[src/design/slsi_pkg.sv]
// Package: register map, field positions, reset values and carriers for the link status block
package slsi_pkg;

    // ************************************************************
    // Register offsets (byte addresses, one aligned word each)
    // ************************************************************
    localparam logic [7:0] SLSI_CTRL_OFS = 8'h00; // Control bits steering the block
    localparam logic [7:0] SLSI_STAT_OFS = 8'h04; // Link status register
    localparam logic [7:0] SLSI_PRI_OFS = 8'h08; // Priority vector register
    localparam logic [7:0] SLSI_ISC_OFS = 8'h0c; // Interrupt status/clear register
    localparam logic [7:0] SLSI_EVT_OFS = 8'h10; // Event status, cleared by read
    localparam logic [7:0] SLSI_MSK_OFS = 8'h14; // Event mask

    // ************************************************************
    // Field positions
    // ************************************************************
    localparam int SLSI_CTRL_SRST_BIT = 0; // Software reset of the port
    localparam int SLSI_CTRL_INTEN_BIT = 13; // Error interrupt enable
    localparam int SLSI_CTRL_LOCAL_BIT = 14; // Local interrupt select
    localparam int SLSI_STAT_REMOTE_BIT = 8; // Remote error flag
    localparam int SLSI_STAT_LOCAL_BIT = 7; // Local error flag
    localparam int SLSI_STAT_FIFO_LSB = 3; // Four FIFO non-empty bits, 6..3
    localparam int SLSI_STAT_SLAVE_REQUEST_PENDING_BIT = 2; // Slave request pending
    localparam int SLSI_STAT_MASTER_REQUEST_PENDING_BIT = 1; // Master request pending
    localparam int SLSI_STAT_LINK_BIT = 0; // Link up
    localparam int SLSI_PRI_NONE_BIT = 31; // None pending flag
    localparam int SLSI_EVT_W = 4; // Event bits: remote, local, link up, link down

    // ************************************************************
    // Reset values
    // ************************************************************
    localparam logic [31:0] SLSI_CTRL_RST = 32'h0000_0000;
    localparam logic [31:0] SLSI_ISC_RST = 32'h0000_0000;
    localparam logic [SLSI_EVT_W-1:0] SLSI_EVT_RST = 4'h0;
    localparam logic [SLSI_EVT_W-1:0] SLSI_MSK_RST = 4'h0;

    // ************************************************************
    // Carriers
    // ************************************************************
    // Register port request from the host
    typedef struct packed {
        logic wr_stb;
        logic rd_stb;
        logic [7:0] addr;
        logic [31:0] wdata;
    } slsi_req_type;

    // Live link state from the port core, same clock
    typedef struct packed {
        logic [3:0] fifo_nonempty; // slave cmd, slave data, master cmd, master data
        logic slave_request_pending;
        logic master_request_pending;
        logic link_up;
    } slsi_link_type;

endpackage : slsi_pkg

[src/design/slsi_regs.sv]
// Status, error flag, priority vector and interrupt registers of the serial link port
//
// Decided for this implementation: the address map and the plain strobed port.
`timescale 1ns/1ps

// Behaviour
// - Arriving error symbol sets remote error flag
// - Inbound packet error sets local error flag
// - Writing one clears either error flag
// - Error flag with enable raises port interrupt
// - Status bits 6..3 show FIFO non-empty
// - Status bit 2 shows slave request pending
// - Status bit 1 shows master request pending
// - Status bit 0 shows link up
// - Vector bit 31 high when nothing pending
// - Vector field gives lowest pending index
// - Vector write clears the named status bit
// - Vector bits 30..5 read zero
// - Interrupt status bits clear on write one
// - Status bit with local select raises interrupt
// - Software reset clears only the status register
module slsi_regs (
    // Clock and reset
    input wire logic core_clk,
    input wire logic rst_n,
    // Register port
    input wire slsi_pkg::slsi_req_type req_in,
    output logic [31:0] rd_data_q,
    // Link core events and state
    input wire logic remote_err_in,
    input wire logic local_err_in,
    input wire slsi_pkg::slsi_link_type link_in,
    input wire logic [31:0] int_set_in,
    // Outputs to the core and the host
    output logic soft_reset_q,
    output logic port_interrupt_out_q,
    output logic sys_irq_q
);
    import slsi_pkg::*;

    // ************************************************************
    // Priority encoder
    // ************************************************************
    // Lowest set index wins; bit 0 is the most urgent
    function automatic logic [4:0] slsi_lowest(input logic [31:0] bits);
        logic [4:0] idx;
        idx = 5'h1f;
        for (int i = 31; i >= 0; i--) begin
            if (bits[i]) begin
                idx = i[4:0];
            end
        end
        return idx;
    endfunction : slsi_lowest

    // ************************************************************
    // State
    // ************************************************************
    logic inten_q; // Error interrupt enable
    logic local_interrupt_select_q; // Local interrupt select
    logic remote_error_flag_q; // Sticky remote error
    logic remote_error_flag_d;
    logic local_error_flag_q; // Sticky local error
    logic local_error_flag_d;
    logic [31:0] interrupt_status_bits_q; // Unmasked interrupt status
    logic [31:0] interrupt_status_bits_d;
    logic [SLSI_EVT_W-1:0] evt_q; // Sticky block events
    logic [SLSI_EVT_W-1:0] evt_d;
    logic [SLSI_EVT_W-1:0] msk_q; // Event mask
    logic link_prev_q; // Link level one cycle ago, for edges
    logic [31:0] status_prev_q; // Helper for the two vector register checks only

    // ************************************************************
    // Decode
    // ************************************************************
    wire wr_ctrl = req_in.wr_stb && (req_in.addr == SLSI_CTRL_OFS);
    wire wr_stat = req_in.wr_stb && (req_in.addr == SLSI_STAT_OFS);
    wire wr_pri = req_in.wr_stb && (req_in.addr == SLSI_PRI_OFS);
    wire wr_isc = req_in.wr_stb && (req_in.addr == SLSI_ISC_OFS);
    wire wr_msk = req_in.wr_stb && (req_in.addr == SLSI_MSK_OFS);
    wire rd_evt = req_in.rd_stb && (req_in.addr == SLSI_EVT_OFS);

    // Only the low five bits of a vector write matter
    wire [31:0] pri_clr = wr_pri ? (32'h0000_0001 << req_in.wdata[4:0]) : 32'h0;
    wire [31:0] isc_clr = wr_isc ? req_in.wdata : 32'h0;
    wire [31:0] clr_mask = pri_clr | isc_clr;

    // ************************************************************
    // Next values of the sticky flags
    // ************************************************************
    // A fresh event beats a software clear in the same cycle, so nothing is lost;
    // software reset beats both because it returns the status register to reset.
    wire rem_clr = wr_stat && req_in.wdata[SLSI_STAT_REMOTE_BIT];
    wire loc_clr = wr_stat && req_in.wdata[SLSI_STAT_LOCAL_BIT];
    assign remote_error_flag_d = soft_reset_q ? 1'b0 :
        (remote_error_flag_q && !rem_clr) || remote_err_in;
    assign local_error_flag_d = soft_reset_q ? 1'b0 :
        (local_error_flag_q && !loc_clr) || local_err_in;
    assign interrupt_status_bits_d = (interrupt_status_bits_q & ~clr_mask) | int_set_in;

    // Events: remote error, local error, link came up, link went down
    wire [SLSI_EVT_W-1:0] evt_set = {link_prev_q && !link_in.link_up,
        !link_prev_q && link_in.link_up, local_err_in, remote_err_in};
    wire [SLSI_EVT_W-1:0] evt_rclr = rd_evt ? {SLSI_EVT_W{1'b1}} : {SLSI_EVT_W{1'b0}};
    assign evt_d = (evt_q & ~evt_rclr) | evt_set;

    // ************************************************************
    // Read views
    // ************************************************************
    wire [31:0] ctrl_view = {17'h0, local_interrupt_select_q, inten_q, 12'h0, soft_reset_q};
    wire [31:0] stat_view = {23'h0, remote_error_flag_q, local_error_flag_q,
        link_in.fifo_nonempty,
        link_in.slave_request_pending,
        link_in.master_request_pending,
        link_in.link_up};
    wire any_pend = |interrupt_status_bits_q;
    // Vector field reads zero when nothing is pending; bits 30..5 are always zero
    wire [4:0] vec = any_pend ? slsi_lowest(interrupt_status_bits_q) : 5'h0;
    wire [31:0] pri_view = {!any_pend, 26'h0, vec};
    wire [31:0] evt_view = {{(32 - SLSI_EVT_W){1'b0}}, evt_q};
    wire [31:0] msk_view = {{(32 - SLSI_EVT_W){1'b0}}, msk_q};

    // Unmapped addresses read as zero
    wire [31:0] rd_mux = (req_in.addr == SLSI_CTRL_OFS) ? ctrl_view :
        (req_in.addr == SLSI_STAT_OFS) ? stat_view :
        (req_in.addr == SLSI_PRI_OFS) ? pri_view :
        (req_in.addr == SLSI_ISC_OFS) ? interrupt_status_bits_q :
        (req_in.addr == SLSI_EVT_OFS) ? evt_view :
        (req_in.addr == SLSI_MSK_OFS) ? msk_view : 32'h0;

    // Interrupt conditions
    wire err_cond = (remote_error_flag_q || local_error_flag_q) && inten_q;
    wire loc_cond = any_pend && local_interrupt_select_q;

    // ************************************************************
    // Control register
    // ************************************************************
    // Software reset stays set until software writes it back to zero
    always_ff @(posedge core_clk) begin
        if (!rst_n) begin
            soft_reset_q <= SLSI_CTRL_RST[SLSI_CTRL_SRST_BIT];
            inten_q <= SLSI_CTRL_RST[SLSI_CTRL_INTEN_BIT];
            local_interrupt_select_q <= SLSI_CTRL_RST[SLSI_CTRL_LOCAL_BIT];
        end else if (wr_ctrl) begin
            soft_reset_q <= req_in.wdata[SLSI_CTRL_SRST_BIT];
            inten_q <= req_in.wdata[SLSI_CTRL_INTEN_BIT];
            local_interrupt_select_q <= req_in.wdata[SLSI_CTRL_LOCAL_BIT];
        end
    end

    // ************************************************************
    // Sticky flags
    // ************************************************************
    // Error flags and interrupt status bits
    always_ff @(posedge core_clk) begin
        if (!rst_n) begin
            remote_error_flag_q <= 1'b0;
            local_error_flag_q <= 1'b0;
            interrupt_status_bits_q <= SLSI_ISC_RST;
        end else begin
            remote_error_flag_q <= remote_error_flag_d;
            local_error_flag_q <= local_error_flag_d;
            interrupt_status_bits_q <= interrupt_status_bits_d;
        end
    end

    // Event status, mask and link edge tracker
    always_ff @(posedge core_clk) begin
        if (!rst_n) begin
            evt_q <= SLSI_EVT_RST;
            msk_q <= SLSI_MSK_RST;
            link_prev_q <= 1'b0;
        end else begin
            evt_q <= evt_d;
            link_prev_q <= link_in.link_up;
            if (wr_msk) begin
                msk_q <= req_in.wdata[SLSI_EVT_W-1:0];
            end
        end
    end

    // ************************************************************
    // Outputs
    // ************************************************************
    // Read data appears only in the cycle after the strobe; zero otherwise
    always_ff @(posedge core_clk) begin
        if (!rst_n) begin
            rd_data_q <= 32'h0;
        end else if (req_in.rd_stb) begin
            rd_data_q <= rd_mux;
        end else begin
            rd_data_q <= 32'h0;
        end
    end

    // Interrupt levels, one cycle behind the flags that cause them
    always_ff @(posedge core_clk) begin
        if (!rst_n) begin
            port_interrupt_out_q <= 1'b0;
            sys_irq_q <= 1'b0;
            status_prev_q <= 32'h0;
        end else begin
            port_interrupt_out_q <= err_cond || loc_cond;
            sys_irq_q <= |(evt_q & msk_q);
            status_prev_q <= interrupt_status_bits_q;
        end
    end
endmodule : slsi_regs

[config.mk]
export PLATFORM = sky130hd
export DESIGN_NAME = slsi_regs
export DESIGN_NICKNAME = d
export VERILOG_FILES = /design/src/design/slsi_pkg.sv /design/src/design/slsi_regs.sv
export SDC_FILE = /design/constraint.sdc
export NUM_CORES = 1
export LEC_CHECK = 0
export BUFFER_PORTS_ARGS = -buffer_cell sky130_fd_sc_hd__clkbuf_2
export CORE_ASPECT_RATIO = 1.1
export CORE_MARGIN = 3
export CORE_UTILIZATION = 49
export CTS_CLUSTER_DIAMETER = 150
export CTS_CLUSTER_SIZE = 12
export DETAILED_ROUTE_END_ITERATION = 8
export PLACE_DENSITY = 0.85
export SLEW_MARGIN = 20
export SYNTH_ARGS = -nofsm -noshare
export SYNTH_HDL_FRONTEND = slang
export SYNTH_SLANG_ARGS = --single-unit
export TNS_END_PERCENT = 5
[constraint.sdc]
create_clock -name core_clk -period 2.5 [get_ports core_clk]
set_input_delay 0.5 -clock core_clk [delete_from_list [all_inputs] [get_ports core_clk]]
set_output_delay 0.5 -clock core_clk [all_outputs]
set_load 0.01 [all_outputs]
Word level (Yosys, flattened, before mapping)
Index checks and enable logic that the tools add are counted.
{ "totals": {"ff_bits": 80, "input_bits": 85, "out_inout_bits": 35, "elab_cells": 103} }
{ "op_classes": {"eq_ne": 5, "shift": 1, "muxes": 41, "bitwise": 10, "reduce_logical": 31} }
{ "ops": {"columns": ["op", "n"], "rows": [
  ["5-bit two-way mux", 31],
  ["32-bit two-way mux", 4],
  ["32-bit OR", 2],
  ["32-bit AND", 1],
  ["32-bit NOT", 1],
  ["32-bit OR reduction", 1],
  ["1-bit by 5-bit << shifter with 32-bit output, first input constant", 1],
  ["15-bit two-way mux", 2],
  ["8-bit by 4-bit equality test with 1-bit output, second input constant", 2],
  ["8-bit by 5-bit equality test with 1-bit output, second input constant", 2],
  ["1-bit logical AND", 14],
  ["4-bit two-way mux", 3],
  ["4-bit AND", 2],
  ["8-bit by 3-bit equality test with 1-bit output, second input constant", 1],
  ["8-bit zero test", 1],
  ["4-bit OR reduction", 2],
  ["1-bit zero test", 5],
  ["5-bit OR reduction", 1],
  ["1-bit logical OR", 4],
  ["4-bit NOT", 1],
  ["4-bit OR", 1],
  ["3-bit OR reduction", 1],
  ["1-bit NOT", 2],
  ["2-bit AND reduction", 1],
  ["other kinds (2)", 2]
]} }

Logic depth before layout (Yosys ltp)
{ "depth": {"word_depth": 35, "depth_mapped": 7, "ltp_nobuf": 5} }

Least setup slack after synthesis
No wires, ideal clock.
{ "synth_timing": {"path_type": "input -> register", "from": "in req_in[1] in the netlist's numbering", "to": "reg interrupt_status_bits_q[10]", "setup_time_ns": 0.117, "arrival_ns": 1.767, "required_time_ns": 2.383, "setup_slack_ns": 0.616, "cell_stages": 4, "n_path_buf": 1, "cell_sequence": "clkbuf_1 > or3b_2 > o31a_1 > a32o_1"} }
{ "synth_via": {"elab_chain_cells": 6} }
{ "synth_rtl": {"columns": ["element", "line", "rtl"], "rows": [
  ["start, declared", "slsi_regs.sv:27", "input wire slsi_pkg::slsi_req_type req_in,"],
  ["1-bit by 5-bit << shifter with 32-bit output", "slsi_regs.sv:84", "wire [31:0] pri_clr = wr_pri ? (32'h0000_0001 << req_in.wdata[4:0]) : 32'h0;"],
  ["32-bit two-way mux", "slsi_regs.sv:84", null],
  ["32-bit OR", "slsi_regs.sv:86", "wire [31:0] clr_mask = pri_clr | isc_clr;"],
  ["32-bit NOT", "slsi_regs.sv:99", "assign interrupt_status_bits_d = (interrupt_status_bits_q & ~clr_mask) | int_set_in;"],
  ["32-bit AND", "slsi_regs.sv:99", null],
  ["32-bit OR", "slsi_regs.sv:99", null],
  ["end signal, assigned", "slsi_regs.sv:163", "interrupt_status_bits_q <= interrupt_status_bits_d;"],
  ["end, declared", "slsi_regs.sv:65", "logic [31:0] interrupt_status_bits_q;"]
]} }
Every way passes these cells.
A chain may end at the register's enable or synchronous reset.

Worst setup path in the final report
{ "layout_timing": {"from": "in req_in[37] in the netlist's numbering", "to": "reg interrupt_status_bits_q[28]"} }
{ "layout_via": {"elab_chain_cells": 7, "elab_cells_between_ends": 10, "cone_classes": "eq/ne (2); mux (2); bitwise (4); reduce/logical (2)"} }
{ "layout_rtl": {"columns": ["element", "line"], "rows": [
  ["8-bit by 4-bit equality test with 1-bit output (on tied branches)", "slsi_regs.sv:78, slsi_regs.sv:79"],
  ["1-bit logical AND (on tied branches)", "slsi_regs.sv:78, slsi_regs.sv:79"],
  ["32-bit two-way mux (on tied branches)", "slsi_regs.sv:84, slsi_regs.sv:85"],
  ["32-bit OR (*)", "slsi_regs.sv:86"],
  ["32-bit NOT (*)", "slsi_regs.sv:99"],
  ["32-bit AND (*)", "slsi_regs.sv:99"],
  ["32-bit OR (*)", "slsi_regs.sv:99"]
]} }
Mark *: on every way between the ends. The rest lies on a longest branch, timed or not.

==> results.ini <==
[critical_path]
critPathMaxFanout=22
crit_family=simple AND/OR/NAND/NOR gates
end_kind=flop
cp_num_buf_inv=1
crit_path_start_kind=primary input
crit_slowest_cell=nor4_4
cp-startpoint=req_in[37]
worstPathRequired_ns=2.75
path_class=in -> reg
cpPeakStageDelay_ns=0.42
r2r-start=interrupt_status_bits_q[2]$_SDFF_PN0_
critPathArrivalTime_ns=2.15
crit_chain=clkbuf_2 > nor4_4 > and4_4 > and2_2 > nand2_1 > a32o_1

[sta]
hold_viol=0
hold_ws_ns=0.351
worstMarginPinSlew_ns=0.717
rsz0062_at_grt=no
finalSetupViolations=0
setup-tns-final_ns=0
timing.fmax_mhz=525
drv_slew=0
final.min_clock_period_ns=1.91
max_slew_margin_pct=51.7
min_period_over_period_pct=76.2
worst_slack_ns=0.594
clock_skew_ns=0.00417

[finish]
final_area_mm2=0.00467
insertedDiodeCount=0
area_growth_pct=21.1
fin_nets=615
layout-drive-gt1-share_pct=30.1
finish.utilization_pct=61.8
nFillCells=677
fin_cells=639

[clocking]
cts_buffers=9
cts_buffer_depth=2
clkTransAtPathRegs_ns=0.08
cts_sinks=80
cts_tree=built
ctsHtreeMaxLevel=3
cts_hold_buf=0
clk_latency_ns=0.35
postCtsSetupRepairBufs=0
root_buffer=clkbuf_8
cts_resized=0

[yosys]
yosysMostFrequentCell=dfxtp_1
async_reset_ff_share_pct=0
yosys_warnings=0
synth_edf_count=0
synth-main-ff-cell=dfxtp_1
yosysTopAreaCell=dfxtp_1
syn_nets=503
synthesis.instances=418
ys_ff_latch=80
avgSynthCellArea_um2=9.23
synth_top_area_share_pct=41.5
synth_commonest_cells=80 x dfxtp_1, 32 x nand2_1, 30 x nor2_1, 25 x a21oi_1, 20 x and2_1
synth_area_leaders=dfxtp_1 42%, a32o_1 4.7%, o31a_1 4.1%, a21oi_1 3.2%, and2_1 3.2%
seq_area_frac_synth_pct=41.5
synth.distinct_cells=60
syn-cell-area_mm2=0.00386

[detailed_routing]
drt-initial-drc-count=237
wl_um=11300
dr.pass1.iters=7
ant_nets=0
vias_per_cell=5.87
wire_per_inst_um=17.7
vias=3749
drc=0

[placement]
gp_congestion=0.948
portBuffers=119
detailed_place_hpwl_um=8700
dp_slack_ns=0.237
dpl-instance-area_mm2=0.00450
place_inst=624

[power]
p_per_area_mw_per_mm2=554
total_power_mw=2.59
ir_drop_mv=0.298
p_leak_nw=1.88

[floorplan]
ioPinCount=120
chipWidth_um=90.6
die_area_mm2=0.00897
core_mm2=0.00756
die_height_um=99.0
start_util_pct=51.0
core.rowCount=33

[global_route]
antenna_found_initial=0
grt_overflow_total=0
track_usage_pct=25.3
grt_max_degree=38
grt_first_pass_wirelength_um=18100
grt_pass1_vias=3745

[job]
drv_cap=0

[worst_hold_path]
holdCritPathClass=in -> reg
hp-start=int_set_in[27]

[run_status]
status=finished clean

==> worst paths after layout <==
| kind | end | slack, ns | cells after the start |
|---|---|---|---|
| worst max register to register | rd_data_q[0]$_SDFF_PN0_ | 0.61 | 5 |
| worst min register to register | rd_data_q[14]$_SDFF_PN0_ | 0.48 | 2 |
| worst max-delay path | interrupt_status_bits_q[28]$_SDFF_PN0_ | 0.59 | 6 |
| worst min-delay path | interrupt_status_bits_q[27]$_SDFF_PN0_ | 0.35 | 2 |
==> flip-flops by register name, summed over array words and instances (netlist names) <==
name and flops:
inten_q 1, port_interrupt_out_q 1, msk_q 4, link_prev_q 1, interrupt_status_bits_q 32, remote_error_flag_q 1
rd_data_q 32, soft_reset_q 1, evt_q 4, local_error_flag_q 1, sys_irq_q 1, local_interrupt_select_q 1
==> area by class of cell <==
class                           instances  area [um2]  area share [%]
Timing Repair Buffer                  125         641            13.7
Clock buffer                           12         155            3.32
Inverter                                9        33.8           0.723
Clock inverter                          3        17.5           0.375
Tap cell                              105         131            2.81
Multi-Input combinational cell        305        2090            44.8
Sequential cell                        80        1600            34.3
==> routing by layer <==
metal	wire length (um)	GRT usage (%)	vias up
li1	-	-	1784
met1	4780	31.4	1752
met2	5320	41.1	178
met3	822	6.64	35
met5	0	0	-
met4	393	11.7	0
==> cell families (layout without fill, tap and decap cells) <==
group           after synthesis  in the layout  share of synthesized area, %
compound gates              124            124                          24.9
buf+inv                      33            149                          4.25
mux                          13             13                          3.44
simple gates                168            168                          25.9
flops                        80             80                          41.5
==> layout by cell type, fill, tap and decap left out, types with 3 or more instances in the layout <==
master	count
nand3b_1	4
a22o_1	3
nor4_2	4
nor4_1	6
clkbuf_2	119
nor2b_1	16
nor2_1	30
a21oi_1	25
o31ai_1	14
o21a_1	3
o21ba_1	4
nand2b_1	6
o31a_1	18
clkbuf_8	11
o21ai_0	9
mux2i_1	11
o211ai_1	3
a21boi_0	9
nor3_1	8
a32o_1	18
nand4_1	3
nand3_1	15
inv_1	9
buf_4	6
and2_1	20
o21bai_1	3
nand2_1	32
dfxtp_1	80
==> power breakdown <==
group	switching (mW)	total, mW	internal [mW]
Sequential	0.0772	1.40	1.32
Combinational	0.172	0.332	0.160
Clock	0.449	0.855	0.406
Total	0.698	2.59	1.89
Note: power is estimated with default switching activity, not from simulation.
